==> src/sw_pos_pkg.sv <==
package sw_pos_pkg;

  // register byte offsets on the wishbone bus
  localparam logic [7:0] OFS_CMD      = 8'h00;
  localparam logic [7:0] OFS_WIRING   = 8'h04;
  localparam logic [7:0] OFS_T_CLOSE  = 8'h08;
  localparam logic [7:0] OFS_T_OPEN   = 8'h0C;
  localparam logic [7:0] OFS_T_SETTLE = 8'h10;
  localparam logic [7:0] OFS_STATUS   = 8'h14;
  localparam logic [7:0] OFS_IRQ_STAT = 8'h18;
  localparam logic [7:0] OFS_IRQ_MASK = 8'h1C;

  // field positions
  localparam int CMD_CLOSE_BIT  = 0;
  localparam int CMD_OPEN_BIT   = 1;
  localparam int WIRE_CL_BIT    = 0;
  localparam int WIRE_OP_BIT    = 1;
  localparam int ST_CODE_LSB    = 0;
  localparam int ST_FLAG_LSB    = 2;
  localparam int ST_ONE_BIT     = 6;
  localparam int ST_DRV_CL_BIT  = 7;
  localparam int ST_DRV_OP_BIT  = 8;
  localparam int EV_CLOSED_BIT  = 0;
  localparam int EV_OPEN_BIT    = 1;
  localparam int EV_FAULT_BIT   = 2;
  localparam int EV_W           = 3;

  // position codes
  localparam logic [1:0] POS_TRANSIT = 2'h0;
  localparam logic [1:0] POS_OPEN    = 2'h1;
  localparam logic [1:0] POS_CLOSED  = 2'h2;
  localparam logic [1:0] POS_FAULT   = 2'h3;

  // reset values
  localparam logic [31:0] T_CLOSE_RST  = 32'h0000_1000;
  localparam logic [31:0] T_OPEN_RST   = 32'h0000_1000;
  localparam logic [31:0] T_SETTLE_RST = 32'h0000_0000;
  localparam logic [1:0]  WIRING_RST   = 2'h3;

  // motion states
  typedef enum logic [1:0] {ST_IDLE, ST_CLOSING, ST_OPENING, ST_SETTLE} motion_e;

endpackage : sw_pos_pkg

==> src/travel_timer_if.sv <==
`timescale 1ns/1ps
// load, start and done of one travel timer
interface travel_timer_if #(parameter int TIME_W = 32);
  logic              start;   // load and run
  logic              stop;    // abandon the count
  logic [TIME_W-1:0] load;    // cycles to run
  logic              busy;    // count running
  logic              expired; // last cycle of the count
  modport ctrl  (output start, stop, load, input busy, expired);
  modport timer (input start, stop, load, output busy, expired);
endinterface : travel_timer_if

==> src/travel_timer.sv <==
`timescale 1ns/1ps
module travel_timer #(
  parameter int TIME_W = 32
) (
  // clock and reset
  input  wire logic       clk_i,
  input  wire logic       rst_i,
  // control
  travel_timer_if.timer   tmr
);

  logic [TIME_W-1:0] cnt;      // cycles left
  logic [TIME_W-1:0] next_cnt; // next count

  // a zero load still runs one cycle so a drive never vanishes
  always_comb
  begin
    next_cnt = cnt;
    if (tmr.stop)
      next_cnt = '0;
    else if (tmr.start)
      next_cnt = (tmr.load == '0) ? TIME_W'(1) : tmr.load;
    else if (cnt != '0)
      next_cnt = cnt - TIME_W'(1);
  end

  always_ff @(posedge clk_i)
  begin
    if (rst_i)
      cnt <= '0;
    else
      cnt <= next_cnt;
  end

  assign tmr.busy    = (cnt != '0);
  // expiry must not look at start or stop: the controller derives start from it
  assign tmr.expired = (cnt == TIME_W'(1));

endmodule : travel_timer

==> src/irq_status.sv <==
`timescale 1ns/1ps
module irq_status #(
  parameter int EV_W = 3
) (
  // clock and reset
  input  wire logic            clk_i,
  input  wire logic            rst_i,
  // events and software side
  input  wire logic [EV_W-1:0] ev_i,
  input  wire logic [EV_W-1:0] mask_i,
  input  wire logic            clr_i,
  output logic      [EV_W-1:0] stat_o,
  output logic                 irq_o
);

  logic [EV_W-1:0] next_stat; // sticky bits after this cycle

  // a read clears, but an event in the same cycle survives it
  always_comb
  begin
    next_stat = (clr_i ? '0 : stat_o) | ev_i;
  end

  always_ff @(posedge clk_i)
  begin
    if (rst_i)
    begin
      stat_o <= '0;
      irq_o  <= 1'b0;
    end
    else
    begin
      stat_o <= next_stat;
      irq_o  <= |(next_stat & mask_i);
    end
  end

endmodule : irq_status

==> src/sw_pos_supervisor.sv <==
`timescale 1ns/1ps
// How it works
// - drive lasts travel time, ends at arrival
// - contacts sampled always, judged with timers
// - code 0 transit, 1 open, 2 closed, 3 fault
// - close runs timer, arrival closed, expiry fault; after a settle two contacts decide
// - open runs timer, arrival open, expiry fault; after a settle two contacts decide
// - two contacts: table gives flags and code
// - two contacts reveal intermediate and disturbed
// - one contact still times command to arrival
// - flag reports single contact wiring
// - single contact supervises only its direction
// - optional settle after expiry shows transit
// - no contact wired forces code three
module sw_pos_supervisor #(
  parameter int TIME_W = 32
) (
  // clock and reset
  input  wire logic        clk_i,
  input  wire logic        rst_i,
  // wishbone slave
  input  wire logic        wb_cyc_i,
  input  wire logic        wb_stb_i,
  input  wire logic        wb_we_i,
  input  wire logic [7:0]  wb_adr_i,
  input  wire logic [3:0]  wb_sel_i,
  input  wire logic [31:0] wb_dat_i,
  output logic      [31:0] wb_dat_o,
  output logic             wb_ack_o,
  // auxiliary contacts
  input  wire logic        aux_closed_i,
  input  wire logic        aux_open_i,
  // drive coils
  output logic             drive_close_o,
  output logic             drive_open_o,
  // validated position
  output logic      [1:0]  pos_code_o,
  output logic             pos_closed_o,
  output logic             pos_open_o,
  output logic             pos_transit_o,
  output logic             pos_fault_o,
  output logic             one_contact_flag_o,
  // interrupt
  output logic             irq_o
);

  ////////////////////////////////////////////////////////////////////
  // helpers

  // merge write data into a register under the byte enables
  function automatic logic [31:0] sel_merge(input logic [31:0] old_v,
                                            input logic [31:0] new_v,
                                            input logic [3:0]  sel);
    logic [31:0] r;
    r = old_v;
    for (int b = 0; b < 4; b++)
      if (sel[b])
        r[b*8 +: 8] = new_v[b*8 +: 8];
    return r;
  endfunction : sel_merge

  ////////////////////////////////////////////////////////////////////
  // bus decode

  logic        bus_req;  // access pending and not yet answered
  logic        wr_acc;   // write taken this edge
  logic        rd_acc;   // read taken this edge
  logic [31:0] rd_data;  // read mux

  assign bus_req = wb_cyc_i && wb_stb_i && !wb_ack_o;
  assign wr_acc  = bus_req && wb_we_i;
  assign rd_acc  = bus_req && !wb_we_i;

  ////////////////////////////////////////////////////////////////////
  // configuration registers

  logic [TIME_W-1:0]           t_close;      // closing travel cycles
  logic [TIME_W-1:0]           t_open;       // opening travel cycles
  logic [TIME_W-1:0]           t_settle;     // settle cycles, zero skips
  logic [1:0]                  wiring;       // which contacts exist
  logic [sw_pos_pkg::EV_W-1:0] irq_mask;     // interrupt enables
  logic [TIME_W-1:0]           next_t_close;
  logic [TIME_W-1:0]           next_t_open;
  logic [TIME_W-1:0]           next_t_settle;
  logic [1:0]                  next_wiring;
  logic [sw_pos_pkg::EV_W-1:0] next_irq_mask;

  // software writes, byte lanes honoured
  always_comb
  begin
    next_t_close  = t_close;
    next_t_open   = t_open;
    next_t_settle = t_settle;
    next_wiring   = wiring;
    next_irq_mask = irq_mask;
    if (wr_acc)
    begin
      if (wb_adr_i == sw_pos_pkg::OFS_T_CLOSE)
        next_t_close = TIME_W'(sel_merge(32'(t_close), wb_dat_i, wb_sel_i));
      else if (wb_adr_i == sw_pos_pkg::OFS_T_OPEN)
        next_t_open = TIME_W'(sel_merge(32'(t_open), wb_dat_i, wb_sel_i));
      else if (wb_adr_i == sw_pos_pkg::OFS_T_SETTLE)
        next_t_settle = TIME_W'(sel_merge(32'(t_settle), wb_dat_i, wb_sel_i));
      else if (wb_adr_i == sw_pos_pkg::OFS_WIRING && wb_sel_i[0])
        next_wiring = wb_dat_i[1:0];
      else if (wb_adr_i == sw_pos_pkg::OFS_IRQ_MASK && wb_sel_i[0])
        next_irq_mask = wb_dat_i[sw_pos_pkg::EV_W-1:0];
    end
  end

  always_ff @(posedge clk_i)
  begin
    if (rst_i)
    begin
      t_close  <= TIME_W'(sw_pos_pkg::T_CLOSE_RST);
      t_open   <= TIME_W'(sw_pos_pkg::T_OPEN_RST);
      t_settle <= TIME_W'(sw_pos_pkg::T_SETTLE_RST);
      wiring   <= sw_pos_pkg::WIRING_RST;
      irq_mask <= '0;
    end
    else
    begin
      t_close  <= next_t_close;
      t_open   <= next_t_open;
      t_settle <= next_t_settle;
      wiring   <= next_wiring;
      irq_mask <= next_irq_mask;
    end
  end

  ////////////////////////////////////////////////////////////////////
  // contact evaluation

  logic wired_cl;  // closed contact present
  logic wired_op;  // open contact present
  logic both;      // full two-contact wiring
  logic one_wire;  // single contact wiring
  logic at_closed; // contacts report closed
  logic at_open;   // contacts report open
  logic cmd_close; // close command written
  logic cmd_open;  // open command written

  assign wired_cl = wiring[sw_pos_pkg::WIRE_CL_BIT];
  assign wired_op = wiring[sw_pos_pkg::WIRE_OP_BIT];
  assign both     = wired_cl && wired_op;
  assign one_wire = wired_cl ^ wired_op;

  always_comb
  begin
    if (both)
    begin
      at_closed = aux_closed_i && !aux_open_i;
      at_open   = !aux_closed_i && aux_open_i;
    end
    else if (wired_cl)
    begin
      at_closed = aux_closed_i;
      at_open   = !aux_closed_i;
    end
    else if (wired_op)
    begin
      at_closed = !aux_open_i;
      at_open   = aux_open_i;
    end
    else
    begin
      at_closed = 1'b0;
      at_open   = 1'b0;
    end
  end

  assign cmd_close = wr_acc && wb_adr_i == sw_pos_pkg::OFS_CMD && wb_sel_i[0]
                     && wb_dat_i[sw_pos_pkg::CMD_CLOSE_BIT];
  assign cmd_open  = wr_acc && wb_adr_i == sw_pos_pkg::OFS_CMD && wb_sel_i[0]
                     && wb_dat_i[sw_pos_pkg::CMD_OPEN_BIT];

  ////////////////////////////////////////////////////////////////////
  // motion state machine

  travel_timer_if #(.TIME_W(TIME_W)) tif ();

  travel_timer #(.TIME_W(TIME_W)) u_timer (
    .clk_i (clk_i),
    .rst_i (rst_i),
    .tmr   (tif.timer)
  );

  sw_pos_pkg::motion_e state;         // current motion
  sw_pos_pkg::motion_e next_state;
  logic                sup;           // this travel is supervised
  logic                next_sup;
  logic                dir_cl;        // target is closed
  logic                next_dir_cl;
  logic                hold;          // supervised travel expired without arrival
  logic                next_hold;
  logic                target_hit;    // target end position seen

  assign target_hit = dir_cl ? at_closed : at_open;

  // commands only from idle; open wins a tie since it is the safe move
  always_comb
  begin
    next_state  = state;
    next_sup    = sup;
    next_dir_cl = dir_cl;
    next_hold   = hold && !target_hit;
    tif.start   = 1'b0;
    tif.stop    = 1'b0;
    tif.load    = t_open;
    case (state)
      sw_pos_pkg::ST_IDLE:
      begin
        if (cmd_open)
        begin
          next_state  = sw_pos_pkg::ST_OPENING;
          next_dir_cl = 1'b0;
          next_sup    = wired_op;
          next_hold   = 1'b0;
          tif.start   = 1'b1;
          tif.load    = t_open;
        end
        else if (cmd_close)
        begin
          next_state  = sw_pos_pkg::ST_CLOSING;
          next_dir_cl = 1'b1;
          next_sup    = wired_cl;
          next_hold   = 1'b0;
          tif.start   = 1'b1;
          tif.load    = t_close;
        end
      end
      sw_pos_pkg::ST_CLOSING, sw_pos_pkg::ST_OPENING:
      begin
        if (target_hit)
        begin
          next_state = sw_pos_pkg::ST_IDLE;
          tif.stop   = 1'b1;
        end
        else if (tif.expired)
        begin
          if (sup && t_settle != '0)
          begin
            next_state = sw_pos_pkg::ST_SETTLE;
            tif.start  = 1'b1;
            tif.load   = t_settle;
          end
          else
          begin
            next_state = sw_pos_pkg::ST_IDLE;
            next_hold  = sup;
          end
        end
      end
      sw_pos_pkg::ST_SETTLE:
      begin
        if (tif.expired)
        begin
          next_state = sw_pos_pkg::ST_IDLE;
          next_hold  = one_wire && !target_hit;
        end
      end
      default:
        next_state = sw_pos_pkg::ST_IDLE;
    endcase
  end

  always_ff @(posedge clk_i)
  begin
    if (rst_i)
    begin
      state  <= sw_pos_pkg::ST_IDLE;
      sup    <= 1'b0;
      dir_cl <= 1'b0;
      hold   <= 1'b0;
    end
    else
    begin
      state  <= next_state;
      sup    <= next_sup;
      dir_cl <= next_dir_cl;
      hold   <= next_hold;
    end
  end

  ////////////////////////////////////////////////////////////////////
  // position code and flags

  logic       transit_now;  // supervised travel or settle running
  logic [1:0] next_code;
  logic       next_drv_cl;
  logic       next_drv_op;

  assign transit_now = state == sw_pos_pkg::ST_SETTLE
                       || (sup && !target_hit && (state == sw_pos_pkg::ST_CLOSING
                                                  || state == sw_pos_pkg::ST_OPENING));

  always_comb
  begin
    if (!wired_cl && !wired_op)
      next_code = sw_pos_pkg::POS_FAULT;
    // supervised travel or settle shows in transit
    else if (transit_now)
      next_code = sw_pos_pkg::POS_TRANSIT;
    // expiry without arrival is a fault
    else if (hold)
      next_code = sw_pos_pkg::POS_FAULT;
    else if (at_closed)
      next_code = sw_pos_pkg::POS_CLOSED;
    else if (at_open)
      next_code = sw_pos_pkg::POS_OPEN;
    // equal contacts at rest are disturbed
    else
      next_code = sw_pos_pkg::POS_FAULT;
  end

  // drive follows the motion state so it ends with the travel
  assign next_drv_cl = next_state == sw_pos_pkg::ST_CLOSING;
  assign next_drv_op = next_state == sw_pos_pkg::ST_OPENING;

  // flags decoded from one code, so one-hot
  always_ff @(posedge clk_i)
  begin
    if (rst_i)
    begin
      pos_code_o         <= sw_pos_pkg::POS_FAULT;
      pos_closed_o       <= 1'b0;
      pos_open_o         <= 1'b0;
      pos_transit_o      <= 1'b0;
      pos_fault_o        <= 1'b1;
      one_contact_flag_o <= 1'b0;
      drive_close_o      <= 1'b0;
      drive_open_o       <= 1'b0;
    end
    else
    begin
      pos_code_o         <= next_code;
      pos_closed_o       <= next_code == sw_pos_pkg::POS_CLOSED;
      pos_open_o         <= next_code == sw_pos_pkg::POS_OPEN;
      pos_transit_o      <= next_code == sw_pos_pkg::POS_TRANSIT;
      pos_fault_o        <= next_code == sw_pos_pkg::POS_FAULT;
      one_contact_flag_o <= one_wire;
      drive_close_o      <= next_drv_cl;
      drive_open_o       <= next_drv_op;
    end
  end

  ////////////////////////////////////////////////////////////////////
  // interrupts and read back

  logic [sw_pos_pkg::EV_W-1:0] events;   // code changes into an end state
  logic [sw_pos_pkg::EV_W-1:0] irq_stat; // sticky status

  always_comb
  begin
    events = '0;
    events[sw_pos_pkg::EV_CLOSED_BIT] = next_code == sw_pos_pkg::POS_CLOSED
                                        && pos_code_o != sw_pos_pkg::POS_CLOSED;
    events[sw_pos_pkg::EV_OPEN_BIT]   = next_code == sw_pos_pkg::POS_OPEN
                                        && pos_code_o != sw_pos_pkg::POS_OPEN;
    events[sw_pos_pkg::EV_FAULT_BIT]  = next_code == sw_pos_pkg::POS_FAULT
                                        && pos_code_o != sw_pos_pkg::POS_FAULT;
  end

  irq_status #(.EV_W(sw_pos_pkg::EV_W)) u_irq (
    .clk_i  (clk_i),
    .rst_i  (rst_i),
    .ev_i   (events),
    .mask_i (irq_mask),
    .clr_i  (rd_acc && wb_adr_i == sw_pos_pkg::OFS_IRQ_STAT),
    .stat_o (irq_stat),
    .irq_o  (irq_o)
  );

  // unmapped and write-only offsets read as zero
  always_comb
  begin
    rd_data = '0;
    if (wb_adr_i == sw_pos_pkg::OFS_WIRING)
      rd_data[1:0] = wiring;
    else if (wb_adr_i == sw_pos_pkg::OFS_T_CLOSE)
      rd_data = 32'(t_close);
    else if (wb_adr_i == sw_pos_pkg::OFS_T_OPEN)
      rd_data = 32'(t_open);
    else if (wb_adr_i == sw_pos_pkg::OFS_T_SETTLE)
      rd_data = 32'(t_settle);
    else if (wb_adr_i == sw_pos_pkg::OFS_STATUS)
    begin
      rd_data[sw_pos_pkg::ST_CODE_LSB +: 2] = pos_code_o;
      rd_data[sw_pos_pkg::ST_FLAG_LSB +: 4] = {pos_fault_o, pos_transit_o, pos_open_o, pos_closed_o};
      rd_data[sw_pos_pkg::ST_ONE_BIT]       = one_contact_flag_o;
      rd_data[sw_pos_pkg::ST_DRV_CL_BIT]    = drive_close_o;
      rd_data[sw_pos_pkg::ST_DRV_OP_BIT]    = drive_open_o;
    end
    else if (wb_adr_i == sw_pos_pkg::OFS_IRQ_STAT)
      rd_data[sw_pos_pkg::EV_W-1:0] = irq_stat;
    else if (wb_adr_i == sw_pos_pkg::OFS_IRQ_MASK)
      rd_data[sw_pos_pkg::EV_W-1:0] = irq_mask;
  end

  // every access answered one cycle after it is seen
  always_ff @(posedge clk_i)
  begin
    if (rst_i)
    begin
      wb_ack_o <= 1'b0;
      wb_dat_o <= '0;
    end
    else
    begin
      wb_ack_o <= bus_req;
      wb_dat_o <= rd_acc ? rd_data : '0;
    end
  end

  ////////////////////////////////////////////////////////////////////
  // checks

  logic [TIME_W-1:0] drv_len; // consecutive close drive cycles

  always_ff @(posedge clk_i)
  begin
    if (rst_i || !drive_close_o)
      drv_len <= '0;
    else
      drv_len <= drv_len + TIME_W'(1);
  end
endmodule : sw_pos_supervisor

==> config.mk <==
export PLATFORM = sky130hd
export DESIGN_NAME = sw_pos_supervisor
export DESIGN_NICKNAME = d
export VERILOG_FILES = /design/src/sw_pos_pkg.sv /design/src/travel_timer_if.sv /design/src/travel_timer.sv /design/src/irq_status.sv /design/src/sw_pos_supervisor.sv
export SDC_FILE = /design/constraint.sdc
export NUM_CORES = 1
export LEC_CHECK = 0
export BUFFER_PORTS_ARGS = -buffer_cell sky130_fd_sc_hd__buf_2
export CELL_PAD_IN_SITES_DETAIL_PLACEMENT = 0
export CELL_PAD_IN_SITES_GLOBAL_PLACEMENT = 2
export CORE_MARGIN = 5
export CORE_UTILIZATION = 35
export DETAILED_ROUTE_END_ITERATION = 10
export PLACE_DENSITY_LB_ADDON = 0.1
export SLEW_MARGIN = 40
export SYNTH_ARGS = -nofsm -noshare
export SYNTH_HDL_FRONTEND = slang
export SYNTH_SLANG_ARGS = --single-unit
==> constraint.sdc <==
create_clock -name clk_i -period 3.4 [get_ports clk_i]
set_input_delay 0.17 -clock clk_i [delete_from_list [all_inputs] [get_ports clk_i]]
set_output_delay 0.17 -clock clk_i [all_outputs]
set_load 0.01 [all_outputs]
---- Yosys cells after proc, flatten, opt, wreduce, memory -nomap -nowiden ----
Cells that the tools add are included.
word-level totals
  flip-flop bits (word level) ............. 184
  bits in latches ......................... 0
  memory bits (writable) .................. 0
  ROM bits ................................ 0
  input bits .............................. 51
  word-level logic and storage cells ...... 177
  memories kept ........................... 0
cells by class
  add/subtract/negate cells ............... 1
  $mul .................................... 0
  div/mod/pow operators ................... 0
  $lt $le $gt $ge ......................... 0
  equal/unequal tests ..................... 19
  shift-type cells ........................ 0
  multiplexer cells ....................... 57
  bitwise logic cells ..................... 8
  reduce and logical (&&, ||, !) cells .... 60
operator list
  cell                                                                  count
  32-bit two-way mux                                                    10
  32-bit one-hot mux with 2 select lines                                1
  32-bit nonzero test                                                   2
  32-bit by 1-bit == test with 1-bit output, second input constant      1
  8-bit by 5-bit == test with 1-bit output, second input constant       4
  32-bit zero test                                                      1
  32-bit by 1-bit subtractor with 32-bit output, second input constant  1
  5-bit AND reduction                                                   5
  1-bit two-way mux                                                     24
  2-bit two-way mux                                                     12
  1-bit logical AND                                                     23
  23-bit two-way mux                                                    1
  8-bit by 4-bit == test with 1-bit output, second input constant       2
  4-bit AND reduction                                                   4
  3-bit two-way mux                                                     4
  3-bit AND reduction                                                   4
  2-bit == test, second input constant                                  5
  9-bit two-way mux                                                     1
  8-bit by 3-bit == test with 1-bit output, second input constant       1
  8-bit zero test                                                       1
  1-bit zero test                                                       7
  2-bit by 1-bit == test with 1-bit output, second input constant       3
  6-bit two-way mux                                                     1
  2-bit one-hot mux with 3 select lines                                 1
  15 further kinds                                                      26

---- Logic depth before layout (Yosys ltp) ----
  depth in word-level cells ............... 16
  depth in mapped cells ................... 12
  depth with buffers taken out ............ 9

---- Modules after synthesis ----
A second synthesis with hierarchy kept.
second synthesis, totals
  cell total of the unflattened synthesis .. 969
  area total of the unflattened synthesis .. 8702.1 µm²
modules (own cells, without submodules)
  module             times used  cells an instance  area each (µm²)  sequential area each (µm²)
  sw_pos_supervisor  1           715                6552.5           2962.8
  travel_timer       1           241                2004.4           640.6
  irq_status         1           13                 145.1            80.1

---- Least setup slack after synthesis ----
Ideal clock, no wire load.
  path kind ............................... register to register
  from .................................... reg wiring[0]
  to ...................................... reg u_timer.cnt[14]
  setup time .............................. 0.057 ns
  data arrival time ....................... 2.791 ns
  data required time ...................... 3.343 ns
  setup slack ............................. 0.552 ns
  cell stages (with the launch flop) ...... 12
  path buffers ............................ 4
  clock period less this slack ............ 2.848 ns
  cells stage by stage .................... dfxtp_1 > ha_1 > clkdlybuf4s50_2 > o21ai_0 > o21ai_0 > o41a_1 > or3b_1 > buf_6 > nor2b_4 > buf_6 > buf_8 > a21o_1
on the way
  cells in the longest elaborated chain, start to end .. 8
  elaborated cells between the ends (all ways) .. 17
  those cells by class .................... mux: 13; reduce/logical: 4
RTL lines
  element                                                 line                                                source
  start, declared                                         sw_pos_supervisor.sv:80                             logic [1:0] wiring;
  start signal, assigned                                  sw_pos_supervisor.sv:118                            wiring <= sw_pos_pkg::WIRING_RST;
  start signal, assigned                                  sw_pos_supervisor.sv:126                            wiring <= next_wiring;
  1-bit two-way mux or 1-bit logical AND (tied branches)  sw_pos_supervisor.sv:155, sw_pos_supervisor.sv:145
  1-bit two-way mux                                       sw_pos_supervisor.sv:150                            if (both)
  1-bit two-way mux (*)                                   sw_pos_supervisor.sv:198                            assign target_hit = dir_cl ? at_closed : at_open;
  32-bit two-way mux                                      sw_pos_supervisor.sv:234                            if (target_hit)
  32-bit one-hot mux with 2 select lines                  sw_pos_supervisor.sv:210                            case (state)
  32-bit zero test                                        travel_timer.sv:22                                  next_cnt = (tmr.load == '0) ? TIME_W'(1) : tmr.load;
  32-bit two-way mux                                      travel_timer.sv:22
  32-bit two-way mux                                      travel_timer.sv:21                                  else if (tmr.start)
  end signal, assigned                                    travel_timer.sv:32                                  cnt <= next_cnt;
  end, declared                                           travel_timer.sv:12                                  logic [TIME_W-1:0] cnt;
Every way passes the cells marked *; elsewhere a longest branch is shown, timed or not.
A chain may end at the register's enable or synchronous reset.

---- Worst setup path after layout ----
  from .................................... reg u_timer.cnt[2]
  to ...................................... reg u_timer.cnt[4]
on the way
  cells in the longest elaborated chain, start to end .. 7
  elaborated cells between the ends (all ways) .. 14
  those cells by class .................... add/sub: 1; eq/ne: 1; mux: 9; reduce/logical: 3
RTL lines
  element                                    line                      source
  32-bit by 1-bit == test with 1-bit output  travel_timer.sv:37        assign tmr.expired = (cnt == TIME_W'(1));
  32-bit two-way mux                         sw_pos_supervisor.sv:239  else if (tif.expired)
  32-bit two-way mux                         sw_pos_supervisor.sv:234
  32-bit one-hot mux with 2 select lines     sw_pos_supervisor.sv:210
  32-bit zero test                           travel_timer.sv:22
  32-bit two-way mux                         travel_timer.sv:22
  32-bit two-way mux                         travel_timer.sv:21
Several ways; a longest one is shown, not always the timed one. The select of a mux whose other input is x is not followed.

==> results.toml <==
[sta]
setup_violations = 0
hold_viol_final = 0
rsz0062_at_grt = "false"
max_freq_ghz = 0.3279
slew_headroom_pct = 45.08
final.setup.tns_ns = 0
fin_skew_ns = 0.01805
setup_ws_ns = 0.3502
drv_slew = 0
fin_crit_ns = 3.050
worst_pin_slew_ns = 0.8237
whs_ns = 0.01653
timing.final.crit_share_pct = 89.70

[place]
routabilityCongestion = 0.8630
dp_slack_ns = 0.3737
dp_hpwl_um = 22170
port_buffers = 93

[yosys]
synthArstFlopShare_pct = 0
synth-edff-count = 0
synth_seq_cells = 184
ys_top_cells_by_area = "dfxtp_1 42%, mux2i_1 7.3%, a21oi_1 6.8%"
synthFlopType = "dfxtp_1"
yosys_warnings = 0
syn_inst = 1048
yosys.area.top_type = "dfxtp_1"
synth.most_common_cell = "dfxtp_1"
yosysSeqAreaShare_pct = 42.15
synth_commonest_cells = "184 x dfxtp_1, 143 x nand2_1, 132 x nor2_1, 119 x a21oi_1, 64 x mux2i_1"
synth_top_cell_area_share_pct = 42.15
syn-cell-area_um2 = 8738
syn_nets = 1106
syn_area_per_cell_um2 = 8.338
netlist-cell-type-count = 68

[power_and_ir_drop]
power_density_nw_per_um2 = 600.9
comb_power_share_pct = 26.5
clockPowerShare_pct = 33.3
switching_share_pct = 34.30
seqPwrFrac_pct = 40.1
peakVddDrop_mv = 0.3991
p_leak_nw = 4.151
p_sw_mw = 2.127
power.internal_mw = 4.074

[drt]
routed_via_density = 5.526
wl_per_cell_um = 21.05
drc = 0
drt_iter0_markers = 573
num_vias = 8173
drt_first_pass_iters = 5
ant_nets = 0
routed_wl_um = 31130

[cts]
clk_pin_slew_ns = 0.08
cts_tree = "yes"
cts_resized = 0
cts_buffers = 17
cts-root-buf = "clkbuf_16"
cts.sinks = 184
cts_buffer_depth = 2
htree_levels = 4
clk_latency_ns = 0.44

[critical_path]
reg2reg_from = "u_timer.cnt[2]"
start_kind = "flop"
crit_path_max_incr_delay_ns = 0.61
cp-end-kind = "flop"
worstPathRequired_ns = 3.73
crit_chain = "or4_1, nor4_4, nand4_1, o31ai_1, nand3_2, nor2b_4, buf_4, a211o_2"
r2r_setup_slack_ns = 0.35
worst_path_max_delay_cell = "or4_1"
cp_top_family = "simple AND/OR/NAND/NOR gates"
crit_fanout = 25
crit_type = "flop to flop"
critPathBufInv = 1
rr_worst_depth = 8
worstReg2RegEnd = "u_timer.cnt[4]"
worstPathArrival_ns = 3.38

[layout]
n_fill_cell = 2525
drive_above_1_share_pct = 14.29
diodes = 0
synthToLayoutAreaGrowth_pct = 18.08
final_nets = 1200

[global_route]
grt_max_degree = 71
first_global_vias = 7980
grt_pass1_wl_um = 48100
antenna_found_initial = 0
gr-total-overflow = 0
gr-usage-all-layers_pct = 21.72

[min_path]
min_to = "t_open[8]"
hp-class = "input port to flop"
hold_start = "wb_dat_i[8]"
hold_depth = 3

[job]
max_cap_viol_count = 0

[run_status]
status = "finished clean"

[floorplanning]
core_um2 = 24460
io_pins = 94
die_x_um = 168.0
start_util_pct = 35.72
rows = 57
die_area_um2 = 28230
die_y_um = 168.0
registers in the layout, summed over array words and instances (netlist names), 2 cells and up:
register,count
t_close,32
wb_dat_o,32
u_timer.cnt,32
state,2
u_irq.stat_o,3
wiring,2
t_open,32
pos_code_o,2
irq_mask,3
t_settle,32
layout make-up:
cell class                 instances  area [um^2]  area share (%)
multi-input combinational        788         4672           45.28
sequential                       184         3684           35.70
timing repair buffer             139        893.4           8.658
clock buffer                      17        425.4           4.123
tap                              324        405.4           3.929
clock inverter                    15        193.9           1.879
inverter                          12        45.04          0.4365
power by group through the flow:
stage	clock, mW	sequential [mW]	combinational, mW
global route	2.18	2.51	1.82
global placement	0	2.54	1.61
floorplan	0	2.50	1.26
CTS	2.11	2.49	1.64
detailed placement	0	2.54	1.60
finish	2.07	2.49	1.64
tightest hold or removal path, stage by stage:
cell	delay, ns
buf_2	0.13
nand2_1	0.06
a21oi_1	0.05
what timing repair did:
action | CTS | global route
hold buffers | 27 | 0
hold endpoints to repair | 62 | 0
setup buffers | 0 | 0
placed cells by master, fill, tap and decap left out, types with 5 or more instances in the layout:
master,netlist,final
dfxtp_1,184,184
nand2_1,143,143
nor2_1,132,132
a21oi_1,119,119
buf_2,2,92
mux2i_1,64,64
a22oi_1,32,32
nor4_1,29,29
dlygate4sd3_1,0,27
o21ai_0,26,26
a21o_1,25,25
o22ai_1,24,24
buf_4,0,19
xnor2_1,17,17
clkbuf_16,0,17
nor3_1,15,15
nand4_1,14,14
nand3_1,13,13
xor2_1,13,13
inv_1,12,12
and3_1,7,7
or3_1,7,7
a22o_1,7,7
ha_1,7,7
nor3b_1,6,6
a221oi_1,6,6
clkinv_8,0,6
nand2b_1,5,5
a31oi_1,5,5
nand3b_1,5,5
how the worst max path moves through the flow:
stage | from | endpoint | slack (ns) | cells past startpoint
6_report | u_timer.cnt[2] | u_timer.cnt[4] | 0.35 | 8
5_1_grt | wiring[0] | u_timer.cnt[13] | 0.15 | 8
4_1_cts | u_timer.cnt[2] | u_timer.cnt[4] | 0.36 | 8
3_5_place_dp | u_timer.cnt[2] | u_timer.cnt[4] | 0.37 | 8
3_3_place_gp | u_timer.cnt[2] | u_timer.cnt[4] | 0.41 | 8
2_1_floorplan | wiring[0] | u_timer.cnt[14] | 0.55 | 11
per-stage QoR:
| step | util [%] | area [um^2] | instances | power [mW] |
|---|---|---|---|---|
| after floorplan | - | 8738 | 1048 | 3.752 |
| after global placement | 38.55 | 9429 | 1420 | 4.150 |
| after detailed placement | 38.55 | 9429 | 1420 | 4.137 |
| after CTS | 42.18 | 10320 | 1479 | 6.238 |
| after global routing | 42.18 | 10320 | 1479 | 6.518 |
| final | 42.18 | 10320 | 1479 | 6.201 |
cells by family after synthesis:
group	synth area share, %
AND/OR/NAND/NOR	22.74
AO/OA/AOI/OAI	19.03
flip-flops	42.15
buffers and inverters	4.482
multiplexers	7.589
XOR/XNOR	3.007
adder cells (fa/ha/maj)	1.002
per-layer routing:
metal	wire [um]	GRT usage, %
met5	0	0
met4	446	5.152
met3	1402	2.837
met2	13540	32.79
met1	15740	32.83
(Power assumes the default switching activity.)
